<file path="config.mk">
export PLATFORM = sky130hd
export DESIGN_NAME = adc_status_and_control_regs
export DESIGN_NICKNAME = d
export VERILOG_FILES = /design/src/adc_sfr_pkg.sv /design/src/adc_status_and_control_regs.sv
export SDC_FILE = /design/constraint.sdc
export NUM_CORES = 1
export LEC_CHECK = 0
export ABC_AREA = 1
export BUFFER_PORTS_ARGS = -buffer_cell sky130_fd_sc_hd__buf_2
export CAP_MARGIN = 20
export CORE_MARGIN = 2
export CORE_UTILIZATION = 36
export CTS_CLUSTER_DIAMETER = 150
export DETAILED_ROUTE_END_ITERATION = 12
export GPL_TIMING_DRIVEN = 1
export PLACE_DENSITY = 0.59
export SLEW_MARGIN = 20
export SYNTH_ARGS = -nofsm -noshare
export SYNTH_HDL_FRONTEND = slang
export SYNTH_SLANG_ARGS = --single-unit
</file>
<file path="constraint.sdc">
create_clock -name core_clk -period 2 [get_ports core_clk]
set_clock_uncertainty 0.2 [all_clocks]
set_input_delay 0.1 -clock core_clk [delete_from_list [all_inputs] [get_ports core_clk]]
set_output_delay 0.1 -clock core_clk [all_outputs]
set_load 0.005 [all_outputs]
</file>
<file path="src/adc_sfr_pkg.sv">
// adc_sfr_pkg: addresses, reset values, field positions and carriers
// for the converter status/mode SFR bank; assumes an 8-bit SFR space
package adc_sfr_pkg;
   // byte addresses in the special-function space
   localparam logic [7:0] STAT_ADDR = 8'hD8;
   localparam logic [7:0] MODE_ADDR = 8'hD1;
   localparam logic [7:0] DECIM_ADDR = 8'hD4;
   localparam logic [7:0] RES0_ADDR = 8'hD9; // low, mid, high
   localparam logic [7:0] RES1_ADDR = 8'hDC; // low, high
   localparam logic [7:0] OFS0_ADDR = 8'hE1;
   localparam logic [7:0] OFS1_ADDR = 8'hE4;
   localparam logic [7:0] GAIN0_ADDR = 8'hE9;
   localparam logic [7:0] GAIN1_ADDR = 8'hEC;
   localparam logic [7:0] SPAN3 = 8'h03;
   localparam logic [7:0] SPAN2 = 8'h02;
   // reset values
   localparam logic [7:0] STAT_RESET = 8'h00;
   localparam logic [7:0] MODE_RESET = 8'h08;
   localparam logic [7:0] DECIM_RESET = 8'h45;
   localparam logic [23:0] OFS_RESET = 24'h800000;
   localparam logic [23:0] GAIN_RESET = 24'h400000;
   localparam logic [23:0] RES_RESET = 24'h000000;
   localparam logic [23:0] ALL_ONES = 24'hFFFFFF;
   // status bit positions
   localparam int PRI_READY_BIT = 7;
   localparam int AUX_READY_BIT = 6;
   localparam int CAL_BIT = 5;
   localparam int NOREF_BIT = 4;
   localparam int PRI_ERR_BIT = 3;
   localparam int AUX_ERR_BIT = 2;
   // mode register fields
   localparam int PRI_EN_BIT = 5;
   localparam int AUX_EN_BIT = 4;
   localparam int MD_CAL_BIT = 2; // set for every calibration code
   localparam int MD_GAIN_BIT = 0; // full-scale versus zero-scale
   localparam logic [7:0] MODE_WR_MASK = 8'h7F; // bit 7 unimplemented
   localparam logic [2:0] MD_FIRST_RUN = 3'h2; // lowest code that starts work
   localparam logic [2:0] MD_SYS_ZERO_CAL = 3'h6;
   localparam logic [2:0] MD_SYS_FULL_CAL = 3'h7;
   // 16-bit variant would clear this to hide the low byte of each three-byte register
   localparam logic LOW_BYTE_PRESENT = 1'b1;

   typedef enum logic [1:0] {
      OP_IDLE = 2'b00,
      OP_CONV = 2'b01,
      OP_CAL = 2'b11
   } op_state_t;

   // one completion report from a converter engine
   typedef struct packed {
      logic done;
      logic clamped;
      logic calFail;
      logic [23:0] data;
   } conv_event_t;
endpackage : adc_sfr_pkg

</file>
<file path="src/adc_status_and_control_regs.sv">
// adc_status_and_control_regs: converter status, mode, decimation, result
// and coefficient SFRs; sits on the core SFR byte bus and bit bus, and
// takes one-cycle completion reports from the two converter engines
`timescale 1ns/100ps

// Overview of operation
// RULE1: primary done or cal sets primary ready
// RULE2: ready clears by write or cal start
// RULE3: ready set blocks primary result/coefficient writes
// RULE4: auxiliary ready behaves like primary ready
// RULE5: finished calibration sets calibration flag
// RULE6: starting conversion or calibration clears it
// RULE7: calibration with temperature sensor never completes
// RULE8: missing reference tracked while converter active
// RULE9: missing reference forces results all ones
// RULE10: clamped primary result sets primary error
// RULE11: failed calibration also sets primary error
// RULE12: starting conversion or calibration clears error
// RULE13: auxiliary error behaves like primary error
// RULE14: status bits 1,0 unimplemented, writes ignored
// RULE15: status at D8H, resets 00H, bit addressable
// RULE16: mode at D1H, resets 08H, byte only
// RULE17: primary result as three bytes
// RULE18: primary offset coefficient as three bytes
// RULE19: auxiliary offset coefficient as two bytes
// RULE20: primary gain coefficient as three bytes
// RULE21: auxiliary gain coefficient as two bytes
// RULE22: decimation register sets sinc filter rate
// RULE23: mode 110 zero-scale, 111 full-scale calibration
// RULE24: primary enable runs, clear powers down
module adc_status_and_control_regs (
   input wire logic core_clk,
   input wire logic reset_n,
   input wire logic clkEn,
   input wire logic [7:0] sfrAddr,
   input wire logic sfrWrEn,
   input wire logic [7:0] sfrWrData,
   output logic [7:0] sfrRdData,
   input wire logic [7:0] bitAddr,
   input wire logic bitWrEn,
   input wire logic bitWrData,
   output logic bitRdData,
   input wire adc_sfr_pkg::conv_event_t priEvent,
   input wire adc_sfr_pkg::conv_event_t auxEvent,
   input wire logic refBad,
   input wire logic auxTempSel,
   output logic [7:0] modeCtrl,
   output logic priRun,
   output logic auxRun,
   output logic opStart,
   output logic [7:0] decimation,
   output logic [23:0] priOffset,
   output logic [23:0] priGain,
   output logic [15:0] auxOffset,
   output logic [15:0] auxGain
);

   // true when a lies inside [base, base+span)
   function automatic logic inWin(input logic [7:0] a, input logic [7:0] base,
                                  input logic [7:0] span);
      logic [7:0] d;
      d = 8'(a - base);
      inWin = d < span;
   endfunction : inWin

   // byte index of a inside its window
   function automatic logic [1:0] idxOf(input logic [7:0] a, input logic [7:0] base);
      idxOf = 2'(a - base);
   endfunction : idxOf

   // byte i of a 24-bit value; the low byte vanishes on the narrow variant
   function automatic logic [7:0] pickByte(input logic [23:0] v, input logic [1:0] i);
      case (i)
         2'h0: pickByte = adc_sfr_pkg::LOW_BYTE_PRESENT ? v[7:0] : 8'h00;
         2'h1: pickByte = v[15:8];
         default: pickByte = v[23:16];
      endcase
   endfunction : pickByte

   // replace byte i of a 24-bit value
   function automatic logic [23:0] putByte(input logic [23:0] v, input logic [1:0] i,
                                           input logic [7:0] b);
      logic [23:0] r;
      r = v;
      case (i)
         2'h0: r[7:0] = b;
         2'h1: r[15:8] = b;
         default: r[23:16] = b;
      endcase
      putByte = r;
   endfunction : putByte

   logic [7:0] status;
   logic [7:0] next_status;
   logic [7:0] next_modeCtrl;
   logic [7:0] next_decimation;
   adc_sfr_pkg::op_state_t opState;
   adc_sfr_pkg::op_state_t next_opState;
   logic tempCalBlock;
   logic next_tempCalBlock;
   logic next_opStart;
   logic [23:0] priResult;
   logic [23:0] next_priResult;
   logic [15:0] auxResult;
   logic [15:0] next_auxResult;
   logic [23:0] next_priOffset;
   logic [23:0] next_priGain;
   logic [15:0] next_auxOffset;
   logic [15:0] next_auxGain;
   logic [7:0] next_sfrRdData;
   logic next_bitRdData;

   // decoded strobes shared by the groups below
   logic modeWr;
   logic startOp;
   logic calStart;
   logic priTake;
   logic auxTake;
   logic inCal;
   logic [2:0] newMd;

   assign newMd = sfrWrData[2:0];
   assign modeWr = sfrWrEn && (sfrAddr == adc_sfr_pkg::MODE_ADDR); // RULE16
   assign startOp = modeWr && (newMd >= adc_sfr_pkg::MD_FIRST_RUN);
   assign calStart = startOp && newMd[adc_sfr_pkg::MD_CAL_BIT]; // RULE23
   assign inCal = (opState == adc_sfr_pkg::OP_CAL);
   // a report is dropped while its ready flag still stands
   assign priTake = priEvent.done && !status[adc_sfr_pkg::PRI_READY_BIT]; // RULE3
   // a temperature-sensor calibration on the auxiliary side never lands
   assign auxTake = auxEvent.done && !status[adc_sfr_pkg::AUX_READY_BIT]
                    && !(inCal && tempCalBlock); // RULE4 RULE7
   assign priRun = modeCtrl[adc_sfr_pkg::PRI_EN_BIT]; // RULE24
   assign auxRun = modeCtrl[adc_sfr_pkg::AUX_EN_BIT];

   // status flags, mode, decimation and operation tracking
   always_comb begin
      next_status = status;
      next_modeCtrl = modeCtrl;
      next_decimation = decimation;
      next_opState = opState;
      next_tempCalBlock = tempCalBlock;
      next_opStart = startOp;
      // software writes first, so hardware sets below win a same-cycle clash
      if (sfrWrEn && sfrAddr == adc_sfr_pkg::STAT_ADDR) begin // RULE15
         next_status[7:5] = sfrWrData[7:5]; // RULE2
         next_status[3:2] = sfrWrData[3:2];
      end
      if (bitWrEn && bitAddr[7:3] == adc_sfr_pkg::STAT_ADDR[7:3]
          && bitAddr[2:0] != 3'(adc_sfr_pkg::NOREF_BIT)
          && bitAddr[2:1] != 2'h0) begin // RULE14 RULE15
         next_status[bitAddr[2:0]] = bitWrData;
      end
      if (modeWr) begin
         next_modeCtrl = sfrWrData & adc_sfr_pkg::MODE_WR_MASK;
         next_opState = adc_sfr_pkg::OP_IDLE;
      end
      if (sfrWrEn && sfrAddr == adc_sfr_pkg::DECIM_ADDR) begin
         next_decimation = sfrWrData; // RULE22
      end
      if (startOp) begin
         next_status[adc_sfr_pkg::CAL_BIT] = 1'b0; // RULE6
         next_status[adc_sfr_pkg::PRI_ERR_BIT] = 1'b0; // RULE12
         next_status[adc_sfr_pkg::AUX_ERR_BIT] = 1'b0; // RULE13
         next_opState = calStart ? adc_sfr_pkg::OP_CAL : adc_sfr_pkg::OP_CONV;
         next_tempCalBlock = calStart && auxTempSel; // RULE7
      end
      if (calStart) begin
         next_status[adc_sfr_pkg::PRI_READY_BIT] = 1'b0; // RULE2
         next_status[adc_sfr_pkg::AUX_READY_BIT] = 1'b0; // RULE4
      end
      // hardware sets
      if (priTake) begin
         next_status[adc_sfr_pkg::PRI_READY_BIT] = 1'b1; // RULE1
         if (inCal) begin
            next_status[adc_sfr_pkg::CAL_BIT] = 1'b1; // RULE5
            if (priEvent.calFail) begin
               next_status[adc_sfr_pkg::PRI_ERR_BIT] = 1'b1; // RULE11
            end
         end else if (priEvent.clamped || status[adc_sfr_pkg::NOREF_BIT]) begin
            next_status[adc_sfr_pkg::PRI_ERR_BIT] = 1'b1; // RULE10
         end
      end
      if (auxTake) begin
         next_status[adc_sfr_pkg::AUX_READY_BIT] = 1'b1; // RULE4
         if (inCal) begin
            next_status[adc_sfr_pkg::CAL_BIT] = 1'b1; // RULE5
            if (auxEvent.calFail) begin
               next_status[adc_sfr_pkg::AUX_ERR_BIT] = 1'b1; // RULE13
            end
         end else if (auxEvent.clamped || status[adc_sfr_pkg::NOREF_BIT]) begin
            next_status[adc_sfr_pkg::AUX_ERR_BIT] = 1'b1; // RULE13
         end
      end
      // calibration is one-shot: a finished one leaves the engines idle
      if (inCal && !startOp && (priTake || auxTake)) begin
         next_opState = adc_sfr_pkg::OP_IDLE;
      end
      // only the main reference is watched, the second pair is not
      next_status[adc_sfr_pkg::NOREF_BIT] = refBad
         && (next_modeCtrl[adc_sfr_pkg::PRI_EN_BIT]
             || next_modeCtrl[adc_sfr_pkg::AUX_EN_BIT]); // RULE8
      next_status[1:0] = 2'h0; // RULE14
   end

   always_ff @(posedge core_clk or negedge reset_n) begin
      if (!reset_n) begin
         status <= adc_sfr_pkg::STAT_RESET; // RULE15
         modeCtrl <= adc_sfr_pkg::MODE_RESET; // RULE16
         decimation <= adc_sfr_pkg::DECIM_RESET;
         opState <= adc_sfr_pkg::OP_IDLE;
         tempCalBlock <= 1'b0;
         opStart <= 1'b0;
      end else if (clkEn) begin
         status <= next_status;
         modeCtrl <= next_modeCtrl;
         decimation <= next_decimation;
         opState <= next_opState;
         tempCalBlock <= next_tempCalBlock;
         opStart <= next_opStart;
      end
   end

   // result and coefficient storage; engine updates beat software writes
   always_comb begin
      next_priResult = priResult;
      next_auxResult = auxResult;
      next_priOffset = priOffset;
      next_priGain = priGain;
      next_auxOffset = auxOffset;
      next_auxGain = auxGain;
      if (sfrWrEn && inWin(sfrAddr, adc_sfr_pkg::OFS0_ADDR, adc_sfr_pkg::SPAN3)) begin
         next_priOffset = putByte(priOffset, idxOf(sfrAddr, adc_sfr_pkg::OFS0_ADDR),
                                  sfrWrData);
      end
      if (sfrWrEn && inWin(sfrAddr, adc_sfr_pkg::GAIN0_ADDR, adc_sfr_pkg::SPAN3)) begin
         next_priGain = putByte(priGain, idxOf(sfrAddr, adc_sfr_pkg::GAIN0_ADDR),
                                sfrWrData);
      end
      if (sfrWrEn && inWin(sfrAddr, adc_sfr_pkg::OFS1_ADDR, adc_sfr_pkg::SPAN2)) begin
         next_auxOffset = 16'(putByte({8'h00, auxOffset},
                                      idxOf(sfrAddr, adc_sfr_pkg::OFS1_ADDR), sfrWrData));
      end
      if (sfrWrEn && inWin(sfrAddr, adc_sfr_pkg::GAIN1_ADDR, adc_sfr_pkg::SPAN2)) begin
         next_auxGain = 16'(putByte({8'h00, auxGain},
                                    idxOf(sfrAddr, adc_sfr_pkg::GAIN1_ADDR), sfrWrData));
      end
      if (priTake && inCal && !priEvent.calFail) begin // RULE11
         if (modeCtrl[adc_sfr_pkg::MD_GAIN_BIT]) begin
            next_priGain = priEvent.data; // RULE20
         end else begin
            next_priOffset = priEvent.data; // RULE18
         end
      end else if (priTake && !inCal) begin
         next_priResult = status[adc_sfr_pkg::NOREF_BIT] ? adc_sfr_pkg::ALL_ONES
                          : priEvent.data; // RULE9 RULE17
      end
      if (auxTake && inCal && !auxEvent.calFail) begin
         if (modeCtrl[adc_sfr_pkg::MD_GAIN_BIT]) begin
            next_auxGain = auxEvent.data[23:8]; // RULE21
         end else begin
            next_auxOffset = auxEvent.data[23:8]; // RULE19
         end
      end else if (auxTake && !inCal) begin
         next_auxResult = status[adc_sfr_pkg::NOREF_BIT] ? adc_sfr_pkg::ALL_ONES[15:0]
                          : auxEvent.data[23:8]; // RULE9
      end
   end

   always_ff @(posedge core_clk or negedge reset_n) begin
      if (!reset_n) begin
         priResult <= adc_sfr_pkg::RES_RESET;
         auxResult <= adc_sfr_pkg::RES_RESET[15:0];
         priOffset <= adc_sfr_pkg::OFS_RESET;
         priGain <= adc_sfr_pkg::GAIN_RESET;
         auxOffset <= adc_sfr_pkg::OFS_RESET[23:8];
         auxGain <= adc_sfr_pkg::GAIN_RESET[23:8];
      end else if (clkEn) begin
         priResult <= next_priResult;
         auxResult <= next_auxResult;
         priOffset <= next_priOffset;
         priGain <= next_priGain;
         auxOffset <= next_auxOffset;
         auxGain <= next_auxGain;
      end
   end

   // read-back, registered; unmapped addresses read zero
   always_comb begin
      next_sfrRdData = 8'h00;
      if (sfrAddr == adc_sfr_pkg::STAT_ADDR) begin
         next_sfrRdData = status;
      end else if (sfrAddr == adc_sfr_pkg::MODE_ADDR) begin
         next_sfrRdData = modeCtrl;
      end else if (sfrAddr == adc_sfr_pkg::DECIM_ADDR) begin
         next_sfrRdData = decimation;
      end else if (inWin(sfrAddr, adc_sfr_pkg::RES0_ADDR, adc_sfr_pkg::SPAN3)) begin
         next_sfrRdData = pickByte(priResult, idxOf(sfrAddr, adc_sfr_pkg::RES0_ADDR));
      end else if (inWin(sfrAddr, adc_sfr_pkg::RES1_ADDR, adc_sfr_pkg::SPAN2)) begin
         next_sfrRdData = idxOf(sfrAddr, adc_sfr_pkg::RES1_ADDR) == 2'h0 ?
                          auxResult[7:0] : auxResult[15:8];
      end else if (inWin(sfrAddr, adc_sfr_pkg::OFS0_ADDR, adc_sfr_pkg::SPAN3)) begin
         next_sfrRdData = pickByte(priOffset, idxOf(sfrAddr, adc_sfr_pkg::OFS0_ADDR));
      end else if (inWin(sfrAddr, adc_sfr_pkg::GAIN0_ADDR, adc_sfr_pkg::SPAN3)) begin
         next_sfrRdData = pickByte(priGain, idxOf(sfrAddr, adc_sfr_pkg::GAIN0_ADDR));
      end else if (inWin(sfrAddr, adc_sfr_pkg::OFS1_ADDR, adc_sfr_pkg::SPAN2)) begin
         next_sfrRdData = idxOf(sfrAddr, adc_sfr_pkg::OFS1_ADDR) == 2'h0 ?
                          auxOffset[7:0] : auxOffset[15:8];
      end else if (inWin(sfrAddr, adc_sfr_pkg::GAIN1_ADDR, adc_sfr_pkg::SPAN2)) begin
         next_sfrRdData = idxOf(sfrAddr, adc_sfr_pkg::GAIN1_ADDR) == 2'h0 ?
                          auxGain[7:0] : auxGain[15:8];
      end
      next_bitRdData = (bitAddr[7:3] == adc_sfr_pkg::STAT_ADDR[7:3]) ?
                       status[bitAddr[2:0]] : 1'b0;
   end

   always_ff @(posedge core_clk or negedge reset_n) begin
      if (!reset_n) begin
         sfrRdData <= 8'h00;
         bitRdData <= 1'b0;
      end else if (clkEn) begin
         sfrRdData <= next_sfrRdData;
         bitRdData <= next_bitRdData;
      end
   end

endmodule : adc_status_and_control_regs

</file>
==> flow_summary.ini, run 1 <==
[sta]
slew_violations = 0
tightest_slew_ns = 0.591
tns_ns = 0
setup_viol = 0
layout_setup_ws_ns = 0.0532
period_needed_ns = 1.95
fmax_ghz = 0.514
hold_viol_final = 0
rsz0062_at_grt = yes
slew-limit-headroom = 0.605
final.period_utilization = 0.973

[synthesis]
ys_ff_latch = 154
synth-edff-count = 0
synth.avg_cell_area_sq_um = 7.31
synth_warnings = 0
synth_top_area_share = 0.374
yosys-top-cells-count = nand2_1, o21ai_0, dfrtp_1, inv_1, nor2_1
async_reset_ff_frac = 1.00
syn_nets = 1425
yosysMostFrequentCell = nand2_1
syn_inst = 1336
yosys.area.top_type = dfrtp_1
netlist_top_cells_area = dfrtp_1, nand2_1, o21ai_0
syn_area_sq_mm = 0.00976
synth_cell_types = 49
synth-main-ff-cell = dfrtp_1
yosysSeqAreaShare = 0.396

[power_and_ir_drop]
clkPwrFrac = 0.353
seqPwrFrac = 0.407
p_sw_mw = 3.36
pwr-share-comb = 0.240
switching_share = 0.320
p_per_area_mw_per_mm2 = 798
p_int_mw = 7.13
power_leakage_nw = 6.30
ir_worst_vdd_mv = 0.535

[detailed_routing]
routedWlPerCell_um = 20.6
vias_per_cell = 5.55
postRouteAntennaNets = 0
drcViolationCount = 0
wl_um = 40700
drt-initial-drc-count = 1071
vias = 11000
dr.pass1.iters = 8

[placed_design]
hpwl_um = 29600
pre_cts_ws_ns = -0.224
placed_area_sq_mm = 0.0117
place_congestion = 0.974
io_buffers = 184

[clocking]
cts.reportedPaths.clkPinSlew_ns = 0.07
cts_tree = yes
cts_buffers = 17
cts_setup_buffers = 0
cts_buffer_depth = 2
clock_latency_ns = 0.43
cts_max_level = 4
cts_root_buffer = clkbuf_16
clock-sinks = 154

[setup_path]
arrival_ns = 2.04
crit_required_ns = 2.09
r2r_cells = 12
critPathKind = flop to flop
crit_fanout = 30
endpoint_kind = flop
cp-start-kind = flop

[flow_run]
cap_violations = 0

[die]
die_width_um = 169
ios = 194
row_count = 60
design.die.area_sq_mm = 0.0285
die_h_um = 169
start_util = 0.364
core_sq_mm = 0.0268

[global_routing]
overflow = 0
grt_pass1_vias = 10400
grt_pass1_wl_um = 61300
grt_max_degree = 111
grtUsageTotal = 0.282
antenna_found_initial = 1

[worst_hold_path]
hold_depth = 6
hp-class = input pin to flop

[cells_and_area]
nNetsFinal = 1716
layout-drive-gt1-share = 0.250
diodes = 0
design_area_sq_mm = 0.0131
syn_to_final_growth_pct = 34.7
fin_util = 0.491
nFillCells = 2619

[outcome]
status = finished clean
[cell usage in the layout (no fill, tap or decap), drive strengths merged]
| cell | Yosys | final |
|---|---|---|
| xor2 | 3 | 3 |
| nand2 | 321 | 321 |
| o21bai | 1 | 1 |
| dfstp | 8 | 8 |
| nor2 | 111 | 111 |
| or2 | 15 | 15 |
| a221o | 2 | 2 |
| o31ai | 2 | 2 |
| a221oi | 9 | 9 |
| a22oi | 4 | 4 |
| nor3 | 10 | 10 |
| dfrtp | 146 | 146 |
| clkinv | 2 | 4 |
| o21ai | 200 | 200 |
| o221ai | 35 | 35 |
| a31oi | 5 | 5 |
| inv | 133 | 137 |
| and2 | 1 | 1 |
| clkinvlp | 0 | 1 |
| dlygate4sd3 | 0 | 62 |
| nand3 | 65 | 65 |
| ha | 3 | 3 |
| o211ai | 84 | 84 |
| conb | 1 | 1 |
| a21oi | 59 | 59 |
| o22ai | 1 | 1 |
| bufinv | 0 | 5 |
| nand4 | 20 | 20 |
| buf | 35 | 297 |
| a22o | 5 | 5 |
| clkbuf | 54 | 22 |
| nor3b | 1 | 1 |
[final cells by class]
class	count	area [sq um]	area share
Multi-Input combinational cell	958	5020	0.382
Sequential cell	154	3860	0.294
Timing Repair Buffer	361	2650	0.202
Inverter	135	519	0.0395
Clock buffer	20	457	0.0347
Tap cell	341	427	0.0325
Clock inverter	12	210	0.0160
[through the flow]
step           hold WS (ns)  power [mW]  instances
6_report             0.0304        10.5       1981
2_1_floorplan        -0.396        5.47       1336
5_1_grt              0.0485        11.0       1981
4_1_cts             0.00888        10.5       1978
3_5_place_dp         -0.123        6.65       1884
3_3_place_gp         -0.125        6.61       1884
[critical path, stage by stage, from the launching register on]
cell	delay, ns
dfrtp_1	0.39
nand2_1	0.09
inv_1	0.06
nand2_1	0.07
nand3_2	0.08
nor3_2	0.12
buf_4	0.15
inv_4	0.05
nor2_4	0.11
inv_2	0.06
buf_12	0.16
o211ai_1	0.18
o21ai_1	0.09
[cell families after synthesis]
group | after synthesis | share of synthesized area
other | 1 | 0.000384
XOR/XNOR | 3 | 0.00269
adder cells (fa/ha/maj) | 3 | 0.00385
flip-flops | 154 | 0.396
buffers and inverters | 224 | 0.0986
AO/OA/AOI/OAI | 407 | 0.254
AND/OR/NAND/NOR | 544 | 0.244
[power by group through the flow]
stage,clock (mW),combinational [mW],sequential (mW)
after floorplan,0,1.31,4.16
after global placement,0,2.32,4.29
after detailed placement,0,2.35,4.30
after CTS,3.75,2.46,4.25
after global routing,3.88,2.80,4.32
final,3.71,2.51,4.27
[worst paths after layout]
| kind | slack (ns) | start | end |
|---|---|---|---|
| max | 0.05 | opState[1] | auxOffset[13] |
| min | 0.03 | priEvent[24] | priGain[8] |
| max reg2reg | 0.05 | opState[1] | auxOffset[13] |
| min reg2reg | 0.28 | bitRdData | bitRdData |
| max in group asynchronous | 0.39 | reset_n | auxOffset[15] |
| min in group asynchronous | 0.52 | reset_n | priGain[4] |
[layer usage]
metal,vias up,global-route usage,routed length [um]
met5,-,0,0
met4,0,0.0971,1210
met3,71,0.0505,3320
met2,526,0.445,18400
met1,5235,0.391,17800
li1,5153,-,-
[registers in the layout, summed over array words and instances (netlist names), 7 cells and up]
name / flops
sfrRdData: 8
modeCtrl: 7
priGain: 24
auxGain: 16
auxOffset: 16
decimation: 8
priOffset: 24
auxResult: 16
priResult: 24
[repair_timing]
item / CTS / global route
hold endpoints to repair: 294 / 0
resized for setup: 3 / 44
cloned: 0 / 3
hold buffers: 62 / 0
setup endpoints to repair: 66 / 70
pin swaps: 0 / 4
Power figures use the tool's default switching activity.
==> inputs of run 2 (changes only) <==
Settings changed: CORE_ASPECT_RATIO set to 0.8.
==> run 2 against run 1 <==
Effect of this change: the flow now finishes with violations (negative hold slack); first-iteration DRC count up 19%; via count up 1.4%; critical path depth unchanged; clock-buffer cell count up 1; combinational power about the same; final cell count up 0.86%; sequential power about the same; sequential share of layout area up 0.073 points; clock power down 8.1%; global-route usage up 0.71 points.
==> flow_summary.ini, run 2 (synthesis gave the netlist of run 1 again) <==
[detailed_routing]
vias = 11100
drcViolationCount = 0
routedWlPerCell_um = 20.7
drt-initial-drc-count = 1271
wl_um = 41300
postRouteAntennaNets = 0
vias_per_cell = 5.57
dr.pass1.iters = 5

[global_routing]
grt_pass1_wl_um = 62200
overflow = 0
antenna_found_initial = 0
grtUsageTotal = 0.289
grt_max_degree = 62
grt_pass1_vias = 10300

[setup_path]
arrival_ns = 2.02
crit_required_ns = 2.10
r2r_setup_slack_ns = 0.08
cp-start-kind = flop
critPathKind = flop to flop
r2r-end = auxOffset[14]
endpoint_kind = flop
crit_fanout = 15
r2r_cells = 12
crit-reg2reg-launch = opState[0]

[worst_hold_path]
hp-class = input pin to asynchronous set/reset pin

[power_and_ir_drop]
p_int_mw = 6.85
switching_share = 0.328
ir_worst_vdd_mv = 0.576
pwr-share-comb = 0.245
p_per_area_mw_per_mm2 = 777
power_leakage_nw = 6.29
clkPwrFrac = 0.335
seqPwrFrac = 0.420
p_sw_mw = 3.34

[placed_design]
place_congestion = 0.987
pre_cts_ws_ns = -0.250
io_buffers = 184
hpwl_um = 30600
placed_area_sq_mm = 0.0117

[clocking]
clock_latency_ns = 0.44
cts_buffers = 17
clock-sinks = 154
cts_root_buffer = clkbuf_16
cts_buffer_depth = 2
cts_max_level = 4
cts.reportedPaths.clkPinSlew_ns = 0.06
cts_tree = yes

[cells_and_area]
syn_to_final_growth_pct = 34.3
layout-drive-gt1-share = 0.249
regArea_sq_mm = 0.00386
nNetsFinal = 1717
design_area_sq_mm = 0.0131
reg.largest.list = priGain x24, priOffset x24, priResult x24
mostFrequentLayoutCell = nand2_1
final_cell_mix = nand2_1, buf_2, o21ai_0, dfrtp_1, inv_1
nFillCells = 2643
multiInputGateArea_sq_mm = 0.00499

[flow_run]
cap_violations = 0

[sta]
setup_viol = 0
slew-limit-headroom = 0.644
tightest_slew_ns = 0.534
hold_viol_final = 4
layout_setup_ws_ns = 0.0790
period_needed_ns = 1.92
fmax_ghz = 0.521
rsz0062_at_grt = yes
final.period_utilization = 0.961
hold_ws_ns = -0.0115
slew_violations = 0

[die]
core_sq_mm = 0.0265
start_util = 0.369
design.die.area_sq_mm = 0.0285
ios = 194
die_h_um = 151
row_count = 53
die_width_um = 188

[outcome]
status = finished with violations
failed_checks = negative hold slack
run 2: cell types whose count changed in the layout (fill, tap and decap cells not counted), sizes merged:
cell and change:
clkinvlp +1, clkinv +2, diode +1, clkbuf +1
dlygate4sd3 -1, inv -3, bufinv -2, buf +2
run 2: timing repair:
item | CTS | global route
hold endpoints to repair | 299 | 0
setup buffers | 0 | 3
pin swaps | 1 | 3
setup endpoints to repair | 31 | 63
gates resized for setup | 12 | 21
hold buffers | 61 | 0
cloned | 1 | 2
run 2: critical path, cell delays in order (launching register included):
cell and delay, ns:
dfrtp_1 0.39, nand2_2 0.09, inv_2 0.04, nand2_2 0.05
nand3_2 0.07, nor3_2 0.10, buf_4 0.15, inv_4 0.04
nor2_4 0.13, inv_4 0.08, buf_12 0.16, o211ai_1 0.16
o21ai_0 0.11
run 2: per-stage QoR:
| step | power (mW) | cells | utilization | setup TNS, ns |
|---|---|---|---|---|
| floorplan | 5.47 | 1336 | - | 0 |
| global placement | 6.64 | 1899 | 0.444 | -6.32 |
| detailed placement | 6.68 | 1899 | 0.444 | -8.25 |
| CTS | 10.2 | 1992 | 0.491 | -0.0621 |
| global route | 10.7 | 1997 | 0.496 | -0.329 |
| finish | 10.2 | 1998 | 0.496 | 0 |
run 2: how the worst max path moves through the flow:
stage          startpoint       endpoint  slack [ns]  cells after the start
4_1_cts        opState[0]    auxGain[15]       -0.02                     12
3_5_place_dp   sfrAddr[0]   sfrRdData[7]       -0.25                     14
2_1_floorplan  sfrAddr[0]  priOffset[13]        0.07                     14
5_1_grt        opState[0]  auxOffset[14]       -0.07                     12
3_3_place_gp   sfrAddr[0]   sfrRdData[6]       -0.20                     13
6_report       opState[0]  auxOffset[14]        0.08                     12
run 2: final cells by class:
| type | count | area share |
|---|---|---|
| Antenna cell | 1 | 0.000191 |
| Inverter | 135 | 0.0398 |
| Multi-Input combinational cell | 958 | 0.381 |
| Clock inverter | 10 | 0.0108 |
| Timing Repair Buffer | 362 | 0.205 |
| Sequential cell | 154 | 0.295 |
| Clock buffer | 21 | 0.0351 |
| Tap cell | 357 | 0.0341 |
run 2: power groups by stage:
stage,Sequential [mW],Combinational (mW),Clock (mW)
after floorplan,4.16,1.31,0
after global placement,4.32,2.32,0
after detailed placement,4.32,2.36,0
after CTS,4.27,2.47,3.46
after global routing,4.35,2.79,3.57
final,4.28,2.50,3.41
run 2: per-layer routing:
metal  track usage  routed length [um]  share of wire
met5             0                   0              0
met4        0.0780                 788          0.019
met3        0.0584                3630          0.088
met2         0.435               17900           0.43
met1         0.422               19000           0.46
